--- src/acr_pkg.sv ---
// Package of constants for the second converter control register block
package acr_pkg;
	// ****************************************
	// Register layout
	// ****************************************
	localparam int REG_W = 10;
	localparam int BIT_SOFT_RESET = 0;
	localparam int BIT_OVERFLOW = 1;
	localparam int BIT_THR_LO = 2;
	localparam int BIT_THR_HI = 3;
	localparam int BIT_AV_TYPE = 4;
	localparam int BIT_AV_POL = 5;
	localparam int BIT_RW_COMBINED = 6;
	localparam int BIT_CODING = 7;
	localparam int BIT_OFFSET_CAL = 8;
	localparam int BIT_RESERVED = 9;
	localparam logic [9:0] CTRL1_RESET = 10'h030;
	// ****************************************
	// Data path and timing
	// ****************************************
	localparam int SAMPLE_W = 10;
	localparam int FIFO_DEPTH = 16;
	localparam int START_DELAY_CYC = 5;
	localparam int CLK_PERIOD_PS = 4000;
	localparam int PULSE_TIME_PS = 4000;
	localparam int PULSE_CYC = (PULSE_TIME_PS / 2 / CLK_PERIOD_PS) < 1 ? 1 :
		(PULSE_TIME_PS / 2 / CLK_PERIOD_PS);
	// Threshold counts, index {channels-1, code}; zero marks reserved
	localparam logic [4:0] THR_TABLE [16] = '{
		5'h01, 5'h04, 5'h08, 5'h0e,
		5'h02, 5'h04, 5'h08, 5'h0c,
		5'h03, 5'h06, 5'h09, 5'h0c,
		5'h04, 5'h08, 5'h0c, 5'h00};
endpackage : acr_pkg

--- src/acr_buf_if.sv ---
// Interface carrying samples between the converter side and the result buffer
`timescale 1ns/1ps
`default_nettype none
interface acr_buf_if #(parameter int W = 10);
	logic [W-1:0] data;
	logic valid;
	logic ready;
	modport src (output data, output valid, input ready);
	modport dst (input data, input valid, output ready);
endinterface : acr_buf_if
`default_nettype wire

--- src/acr_ctrl.sv ---
// Second control register with result FIFO, data-available output and offset correction
`timescale 1ns/1ps
`default_nettype none
// What this block does
// - Soft reset bit restores both control registers
// - Soft reset clears FIFO pointers and offset
// - Five cycles after reset before first sample
// - Bit 1 reads back FIFO overflow flag
// - Reading the register clears overflow flag
// - Writing bit 1 empties FIFO, not stored
// - Bits 2-3 pick threshold; raise data-available
// - Bit 4: level or pulse, resets one
// - Bit 5: polarity, resets active high
// - Bit 6 set: write pin is direction
// - Bit 6 clear: separate read/write strobes
// - Bit 7: twos-complement or straight binary
// - Bit 8 write: zero-input conversion stores offset
// - Offset subtracted from every later result
// - Threshold count table by channel count
// - Level mode: drop on first read, recheck later
// - Pulse mode: short pulse, next after batch
module acr_ctrl #(
	parameter int DEPTH = acr_pkg::FIFO_DEPTH
) (
	// Clock, reset, enable
	input wire logic clk,
	input wire logic reset_n,
	input wire logic clk_en,
	// Host bus pins, active low strobes
	input wire logic cs_n,
	input wire logic rd_n,
	input wire logic wr_n,
	input wire logic reg_sel,
	input wire logic [acr_pkg::REG_W-1:0] data_in,
	output logic [acr_pkg::REG_W-1:0] data_out,
	// Converter side
	input wire logic sample_valid,
	input wire logic [acr_pkg::SAMPLE_W-1:0] sample_in,
	input wire logic [1:0] channel_count_m1,
	output logic zero_input,
	output logic conv_enable,
	// Event output and control register copies
	output logic data_available_out,
	output logic [acr_pkg::REG_W-1:0] ctrl_first,
	output logic [acr_pkg::REG_W-1:0] ctrl_second
);
	import acr_pkg::*;

	localparam int PW = $clog2(DEPTH);

	initial begin
		if (DEPTH < 16 || (DEPTH & (DEPTH - 1)) != 0) $error("acr_ctrl depth must be power of 2, >=16");
	end

	// ****************************************
	// Bus decode
	// ****************************************
	logic rd_act;
	logic wr_act;
	logic rd_q;
	logic wr_q;
	logic rd_fall;
	logic wr_rise;
	logic [REG_W-1:0] ctrl1;
	logic [REG_W-1:0] ctrl0;
	logic cal_done;

	// Combined direction pin when bit 6 set, else two strobes
	always_comb begin
		if (ctrl1[BIT_RW_COMBINED]) begin
			rd_act = !cs_n && wr_n;
			wr_act = !cs_n && !wr_n;
		end else begin
			rd_act = !cs_n && !rd_n && wr_n;
			wr_act = !cs_n && !wr_n && rd_n;
		end
	end

	// Edge detect of the internal strobes; inputs are already synchronous
	always_ff @(posedge clk or negedge reset_n) begin
		if (!reset_n) begin
			rd_q <= 1'b0;
			wr_q <= 1'b0;
		end else if (clk_en) begin
			rd_q <= rd_act;
			wr_q <= wr_act;
		end
	end
	assign rd_fall = rd_act && !rd_q;
	assign wr_rise = wr_act && !wr_q;

	wire wr1 = wr_rise && reg_sel;
	wire wr0 = wr_rise && !reg_sel;
	wire rd1 = rd_fall && reg_sel;
	wire rd0 = rd_fall && !reg_sel;
	wire soft_reset = wr1 && data_in[BIT_SOFT_RESET];
	wire fifo_clear = wr1 && data_in[BIT_OVERFLOW];

	// ****************************************
	// Control registers
	// ****************************************
	// Strobe bits are never stored; reads see bit 0 as zero and bit 1 as the overflow flag
	always_ff @(posedge clk or negedge reset_n) begin
		if (!reset_n) begin
			ctrl1 <= CTRL1_RESET;
			ctrl0 <= '0;
		end else if (clk_en) begin
			if (soft_reset) begin
				ctrl1 <= CTRL1_RESET;
				ctrl0 <= '0;
			end else if (wr1) begin
				ctrl1 <= {1'b0, data_in[8:2], 2'b00};
			end else if (wr0) begin
				ctrl0 <= data_in;
			end
			if (ctrl1[BIT_OFFSET_CAL] && cal_done) ctrl1[BIT_OFFSET_CAL] <= 1'b0;
		end
	end

	// ****************************************
	// Start-up delay after any reset
	// ****************************************
	logic [2:0] start_cnt;
	always_ff @(posedge clk or negedge reset_n) begin
		if (!reset_n) begin
			start_cnt <= 3'(START_DELAY_CYC);
		end else if (clk_en) begin
			if (soft_reset) start_cnt <= 3'(START_DELAY_CYC);
			else if (start_cnt != 3'h0) start_cnt <= start_cnt - 3'h1;
		end
	end
	wire running = (start_cnt == 3'h0);

	// ****************************************
	// Offset calibration and coding
	// ****************************************
	logic [SAMPLE_W-1:0] offset;
	assign cal_done = running && sample_valid && ctrl1[BIT_OFFSET_CAL];
	always_ff @(posedge clk or negedge reset_n) begin
		if (!reset_n) begin
			offset <= '0;
		end else if (clk_en) begin
			if (soft_reset) offset <= '0;
			else if (cal_done) offset <= sample_in;
		end
	end

	// Result path: subtract offset, then recode; cal sample is not queued
	logic [SAMPLE_W-1:0] corrected;
	logic [SAMPLE_W-1:0] coded;
	assign corrected = sample_in - offset;
	assign coded = ctrl1[BIT_CODING] ? corrected : {~corrected[SAMPLE_W-1], corrected[SAMPLE_W-2:0]};

	acr_buf_if #(.W(SAMPLE_W)) b_in ();
	acr_buf_if #(.W(SAMPLE_W)) b_out ();
	assign b_in.data = coded;
	assign b_in.valid = running && sample_valid && !ctrl1[BIT_OFFSET_CAL];

	acr_skid #(.W(SAMPLE_W)) u_skid (
		.clk(clk),
		.reset_n(reset_n),
		.clk_en(clk_en),
		.flush(soft_reset || fifo_clear),
		.in_side(b_in),
		.out_side(b_out)
	);

	// ****************************************
	// Result FIFO
	// ****************************************
	logic [SAMPLE_W-1:0] fifo [DEPTH];
	logic [PW:0] wptr;
	logic [PW:0] rptr;
	logic [PW:0] fill;
	logic fifo_overflow_flag;
	assign fill = wptr - rptr;
	wire fifo_full = (fill == (PW+1)'(DEPTH));
	wire pop = rd0 && (fill != '0);
	assign b_out.ready = 1'b1;
	wire push = b_out.valid;

	// Pointers; a full FIFO with no pop in the same cycle drops the word and records an overflow
	always_ff @(posedge clk or negedge reset_n) begin
		if (!reset_n) begin
			wptr <= '0;
			rptr <= '0;
		end else if (clk_en) begin
			if (soft_reset || fifo_clear) begin
				wptr <= '0;
				rptr <= '0;
			end else begin
				if (push && (!fifo_full || pop)) wptr <= wptr + 1'b1;
				if (pop) rptr <= rptr + 1'b1;
			end
		end
	end

	always_ff @(posedge clk) begin
		if (clk_en && push && (!fifo_full || pop)) fifo[wptr[PW-1:0]] <= b_out.data;
	end

	// Overflow flag: a new overflow wins over the read that clears it
	always_ff @(posedge clk or negedge reset_n) begin
		if (!reset_n) begin
			fifo_overflow_flag <= 1'b0;
		end else if (clk_en) begin
			if (soft_reset) fifo_overflow_flag <= 1'b0;
			else if (push && fifo_full && !pop) fifo_overflow_flag <= 1'b1;
			else if (rd1) fifo_overflow_flag <= 1'b0;
		end
	end

	// ****************************************
	// Read data
	// ****************************************
	always_ff @(posedge clk or negedge reset_n) begin
		if (!reset_n) begin
			data_out <= '0;
		end else if (clk_en) begin
			if (rd1) data_out <= {ctrl1[9:2], fifo_overflow_flag, 1'b0};
			else if (rd0) data_out <= fifo[rptr[PW-1:0]];
		end
	end

	// ****************************************
	// Data-available
	// ****************************************
	logic [4:0] thr;
	logic [4:0] reads_left;
	logic av_active;
	logic [3:0] pulse_cnt;
	assign thr = THR_TABLE[{channel_count_m1, ctrl1[BIT_THR_HI:BIT_THR_LO]}];
	wire trig = (thr != 5'h0) && ({1'b0, fill} >= 6'(thr));

	// Armed when reads_left is zero; after firing, wait for a batch of reads
	always_ff @(posedge clk or negedge reset_n) begin
		if (!reset_n) begin
			reads_left <= '0;
			av_active <= 1'b0;
			pulse_cnt <= '0;
		end else if (clk_en) begin
			if (soft_reset || fifo_clear) begin
				reads_left <= '0;
				av_active <= 1'b0;
				pulse_cnt <= '0;
			end else if (reads_left == 5'h0) begin
				if (trig) begin
					reads_left <= thr;
					av_active <= 1'b1;
					pulse_cnt <= 4'(PULSE_CYC);
				end
			end else begin
				if (pop) begin
					reads_left <= reads_left - 5'h1;
					if (!ctrl1[BIT_AV_TYPE]) av_active <= 1'b0;
				end
				if (ctrl1[BIT_AV_TYPE]) begin
					if (pulse_cnt > 4'h1) pulse_cnt <= pulse_cnt - 4'h1;
					else av_active <= 1'b0;
				end
			end
		end
	end

	// Output flops; polarity applied at the pin
	always_ff @(posedge clk or negedge reset_n) begin
		if (!reset_n) begin
			data_available_out <= 1'b0;
			zero_input <= 1'b0;
			conv_enable <= 1'b0;
			ctrl_first <= '0;
			ctrl_second <= CTRL1_RESET;
		end else if (clk_en) begin
			data_available_out <= ctrl1[BIT_AV_POL] ? av_active : !av_active;
			zero_input <= ctrl1[BIT_OFFSET_CAL];
			conv_enable <= running;
			ctrl_first <= ctrl0;
			ctrl_second <= ctrl1;
		end
	end

	// ****************************************
	// Checks
	// ****************************************
	property p_softrst;
		@(posedge clk) disable iff (!reset_n) clk_en && soft_reset |=> ctrl1 == CTRL1_RESET && wptr == '0;
	endproperty
	a_softrst: assert property (p_softrst) else $error("soft reset did not restore state");
	property p_offclr;
		@(posedge clk) disable iff (!reset_n) clk_en && soft_reset |=> offset == '0;
	endproperty
	a_offclr: assert property (p_offclr) else $error("offset not cleared");
	property p_start;
		@(posedge clk) disable iff (!reset_n) clk_en && soft_reset |=> !b_in.valid [*5];
	endproperty
	a_start: assert property (p_start) else $error("sample queued too early");
	property p_ovclr;
		@(posedge clk) disable iff (!reset_n) clk_en && rd1 && !(push && fifo_full) |=> !fifo_overflow_flag;
	endproperty
	a_ovclr: assert property (p_ovclr) else $error("overflow not cleared by read");
	property p_fclr;
		@(posedge clk) disable iff (!reset_n) clk_en && fifo_clear |=> fill == '0 && !ctrl1[BIT_OVERFLOW];
	endproperty
	a_fclr: assert property (p_fclr) else $error("fifo clear failed");
	property p_strobes;
		@(posedge clk) disable iff (!reset_n) ctrl1[BIT_SOFT_RESET] == 1'b0 && ctrl1[BIT_RESERVED] == 1'b0;
	endproperty
	a_strobes: assert property (p_strobes) else $error("strobe bit held");
	property p_level;
		@(posedge clk) disable iff (!reset_n) clk_en && !ctrl1[BIT_AV_TYPE] && pop && reads_left != 0 |=> !av_active;
	endproperty
	a_level: assert property (p_level) else $error("level not dropped on read");
	property p_pulse;
		@(posedge clk) disable iff (!reset_n) ctrl1[BIT_AV_TYPE] && $rose(av_active) && clk_en |=> ##[0:2] !av_active;
	endproperty
	a_pulse: assert property (p_pulse) else $error("pulse too long");
endmodule : acr_ctrl
`default_nettype wire

--- src/acr_skid.sv ---
// Two-entry buffer between sample producer and result FIFO
`timescale 1ns/1ps
`default_nettype none
module acr_skid #(
	parameter int W = 10
) (
	// Clock and reset
	input wire logic clk,
	input wire logic reset_n,
	input wire logic clk_en,
	input wire logic flush,
	// Stream sides
	acr_buf_if.dst in_side,
	acr_buf_if.src out_side
);
	logic [W-1:0] mem [2];
	logic wr_ptr;
	logic rd_ptr;
	logic [1:0] count;

	initial begin
		if (W < 1) $error("acr_skid width must be positive");
	end

	assign in_side.ready = (count != 2'h2);
	assign out_side.valid = (count != 2'h0);
	assign out_side.data = mem[rd_ptr];

	// Pointer and count update; a stall downstream simply lets it fill
	always_ff @(posedge clk or negedge reset_n) begin
		if (!reset_n) begin
			wr_ptr <= 1'b0;
			rd_ptr <= 1'b0;
			count <= 2'h0;
		end else if (clk_en) begin
			if (flush) begin
				wr_ptr <= 1'b0;
				rd_ptr <= 1'b0;
				count <= 2'h0;
			end else begin
				if (in_side.valid && in_side.ready) wr_ptr <= ~wr_ptr;
				if (out_side.valid && out_side.ready) rd_ptr <= ~rd_ptr;
				count <= count + 2'((in_side.valid && in_side.ready) ? 1 : 0)
					- 2'((out_side.valid && out_side.ready) ? 1 : 0);
			end
		end
	end

	// Storage
	always_ff @(posedge clk) begin
		if (clk_en && in_side.valid && in_side.ready) begin
			mem[wr_ptr] <= in_side.data;
		end
	end
endmodule : acr_skid
`default_nettype wire

--- config.mk ---
export PLATFORM = sky130hd
export DESIGN_NAME = acr_ctrl
export DESIGN_NICKNAME = d
export VERILOG_FILES = /design/src/acr_pkg.sv /design/src/acr_buf_if.sv /design/src/acr_ctrl.sv /design/src/acr_skid.sv
export SDC_FILE = /design/constraint.sdc
export NUM_CORES = 1
export LEC_CHECK = 0
export BUFFER_PORTS_ARGS = -buffer_cell sky130_fd_sc_hd__buf_2
export CORE_MARGIN = 1
export CORE_UTILIZATION = 25
export CTS_CLUSTER_SIZE = 40
export DETAILED_ROUTE_END_ITERATION = 12
export PLACE_DENSITY = 0.49
export SLEW_MARGIN = 0
export SYNTH_ARGS = -nofsm -noshare
export SYNTH_HDL_FRONTEND = slang
export SYNTH_SLANG_ARGS = --single-unit
--- constraint.sdc ---
create_clock -name clk -period 4.8 [get_ports clk]
set_input_delay 0.72 -clock clk [delete_from_list [all_inputs] [get_ports clk]]
set_output_delay 0.72 -clock clk [all_outputs]
set_load 0.005 [all_outputs]
==> out/qor.txt <==
Slew headroom = 39.9%
drt drc = 0
Max Cap Viol = 0
R2R Setup Slk = 1110 ps
worst skew pair latency = 570 ps
gr ovfl total = 0
DR vias/cell = 4.57
# IOs = 63
cell area after synthesis = 11700 sq um
fin crit share = 76.8%
cts bufs inserted = 30
most frequent cells in the layout = edfxtp_1 (180), nand2_1 (83), dfrtp_1 (79)
Comb pwr share = 29.0%
number of clock sinks = 266
worst slew pin tran = 899 ps
Port Buffers = 59
Resized Gates After CTS = 0
Critical Path AT = 4120 ps
Die W = 219 microns
Final Skew = 18.5 ps
Synth warnings = 0
setup repair bufs after CTS = 0
sw frac = 32.3%
Initial Util = 25.2%
die area = 47800 sq um
peak supply drop = 295 uV
cell row count = 79
antenna violations before repair = 0
post-synthesis sequential area ratio = 64.5%
post-detail-place hpwl = 18700 microns
commonest non-fill, non-tap cell in the layout = edfxtp_1
Worst Setup Start Kind = flip-flop
ranking of synthesized cells by area = edfxtp_1 (46%), dfrtp_1 (17%), mux4_2 (8.1%), ha_1 (3.2%), mux2_2 (2.8%)
critical path depth = 12
Crit Reg-Reg Endpoint = reads_left[3]
final wirelength = 27300 microns
Layout area overhead = 16.5%
path depth of the worst reg2reg path = 12
P_int = 5.10 mW
via count = 6894
Netlist cell types = 67
Ant. Diodes = 0
sw power = 2.43 mW
CP cell instances = inv_1 -> ha_1 -> a21oi_1 -> a21boi_0 -> or2_1 -> inv_1 -> ha_1 -> o21ai_0 -> o221ai_1 -> a22oi_2 -> or4_1 -> a311o_1
register share of total power = 42.1%
Critical Path Max Stage Delay = 620 ps
cts hold-fix bufs = 0
Mapped Cells = 810
Final min period = 3690 ps
Max clock buf depth = 3
CTS root buffer = clkbuf_16
number of global-route vias before repair = 6888
area fraction of the dominant cell type after synthesis = 46.1%
worst r2r src = rptr[2]
worst-path maximum fanout = 15
Critical Path RT = 5240 ps
Detail Route Antenna Nets = 0
final core utilization = 29.4%
clock power share = 28.9%
register bit total from synthesis = 266
Multi-input gate area = 3870 sq um
setup_tns = 0 ps
Total GRT Usage = 11.5%
crit path capture = reads_left[3]
Synth Area per Inst = 14.5 sq um
number of buffers and inverters on the critical path = 2
CTS tree = done
Yosys top cell by area = edfxtp_1
max frequency = 271 MHz
Synth Flop Type = edfxtp_1
global-route wire length before repair = 41900 microns
fraction of registers with async set/reset = 32.3%
Static Leakage = 5.07 nW
layout cells sized above 1 = 23.5%
post-layout net count = 941
Clock H-tree levels = 1
Sequential Area = 7570 sq um
largest net degree at the start of global routing = 50
layout filler cell count = 4708
CP endpoint kind = flip-flop
fin. max-slew vios = 0
wire per inst = 18.1 microns
hold crit path type = primary input to async pin
Pre-Repair DR Iteration Count = 5
Pwr per Cell Area = 551 nW/um^2
final hold vios = 0
Worst-path clk slew = 60 ps
starting DRC count in detailed routing = 564
Setup Viol. Count Final = 0
Slowest-stage cell, CP = dfrtp_1
critical path's top delay family = compound AO/OA/AOI/OAI gates
routability congestion estimate = 0.822
core area = 46500 sq um
RSZ-0062 raised after global routing = false
WS Path Type = flip-flop to flip-flop
Post-synth EDFFs = 180
Crit. Startpoint = rptr[2]
DIE HEIGHT = 219 microns
status = finished clean
stage by stage:
| step | power, mW | instance area, sq um | setup WS (ps) | hold WS [ps] | cells |
|---|---|---|---|---|---|
| 2_1_floorplan | 4.68 | 11700 | 1000 | 424 | 812 |
| 3_3_place_gp | 5.41 | 12700 | 1290 | 462 | 1454 |
| 3_5_place_dp | 5.44 | 12700 | 1170 | 468 | 1454 |
| 4_1_cts | 7.63 | 13700 | 1150 | 199 | 1508 |
| 5_1_grt | 7.95 | 13700 | 819 | 242 | 1508 |
| 6_report | 7.53 | 13700 | 1110 | 197 | 1508 |
power by group through the flow:
stage | Clock (mW) | Combinational [mW] | Sequential (mW)
2_1_floorplan | 0 | 1.57 | 3.11
3_3_place_gp | 0 | 2.20 | 3.21
3_5_place_dp | 0 | 2.22 | 3.22
4_1_cts | 2.23 | 2.23 | 3.18
5_1_grt | 2.31 | 2.42 | 3.21
6_report | 2.18 | 2.18 | 3.17
sequential cells by signal (all words and copies together) (netlist names):
signal,count
fifo_overflow_flag,1
u_skid.wr_ptr,1
u_skid.rd_ptr,1
start_cnt,3
av_active,1
conv_enable,1
u_skid.count,2
ctrl0,10
pulse_cnt,4
offset,10
ctrl_second,7
wptr,5
ctrl1,7
ctrl_first,10
u_skid.mem,20
rptr,5
rd_q,1
wr_q,1
data_out,10
fifo,160
data_available_out,1
reads_left,5
cell families after synthesis:
family	Yosys count	share of synthesized area, %
flip-flops	266	64.5
AND/OR/NAND/NOR	215	9.23
AO/OA/AOI/OAI	134	7.81
multiplexers	76	11.3
buffers and inverters	73	2.65
adder cells (fa/ha/maj)	32	3.54
XOR/XNOR	13	0.971
other	1	0.0320
worst min path at each step:
| stage | to | slack, ps | startpoint |
|---|---|---|---|
| global placement | ctrl0[8] | 460 | ctrl0[8] |
| finish | ctrl_first[2] | 200 | reset_n |
| floorplan | av_active | 420 | reset_n |
| global route | ctrl_first[6] | 240 | reset_n |
| detailed placement | ctrl0[8] | 470 | ctrl0[8] |
| CTS | rptr[4] | 200 | reset_n |
cells in the mapped netlist (3+ instances only):
master and count:
inv_1 33, a31o_2 3, edfxtp_1 180, nor4_1 4, nor3_1 15, dfstp_2 6
a31oi_1 3, nor2b_1 11, ha_1 30, dfrtp_1 80, a311oi_1 8, xor2_1 8
mux4_2 42, o21ai_1 4, and3_1 22, and2_1 4, nand2b_1 8, or4_1 4
buf_2 5, a211oi_1 4, xnor2_1 5, a22o_1 16, buf_4 8, nand3_1 10
a21oi_1 32, mux2_2 29, mux2i_1 4, o31ai_1 6, buf_1 5, nand4_1 9
clkbuf_1 21, nor2_1 30, o21ai_0 31, nand2_1 83, o211ai_1 3, nand3b_1 3
worst register-to-register path: cells and delay by family (launching register included):
kind,cells,cell delay (ps)
AOI/OAI and AO/OA,6,1330
adders and majority gates,2,680
buffers and inverters,2,310
DFF,1,620
and+or+nand+nor,2,640
area by class of cell:
class / instances / share of cell area (%)
Multi-Input combinational cell: 473 / 28.3
Tap cell: 607 / 5.56
Timing Repair Buffer: 74 / 3.00
Clock inverter: 21 / 1.25
Inverter: 34 / 0.934
Clock buffer: 33 / 5.58
Sequential cell: 266 / 55.4
per-layer routing:
| metal | GRT usage [%] | part of all wire [%] | vias up |
|---|---|---|---|
| met4 | 2.59 | 1.8 | 0 |
| met2 | 18.5 | 47 | 132 |
| met5 | 0 | 0 | - |
| met1 | 16.2 | 47 | 3499 |
| li1 | - | - | 3223 |
| met3 | 1.89 | 3.8 | 40 |
Note: power is estimated with default switching activity, not from simulation.
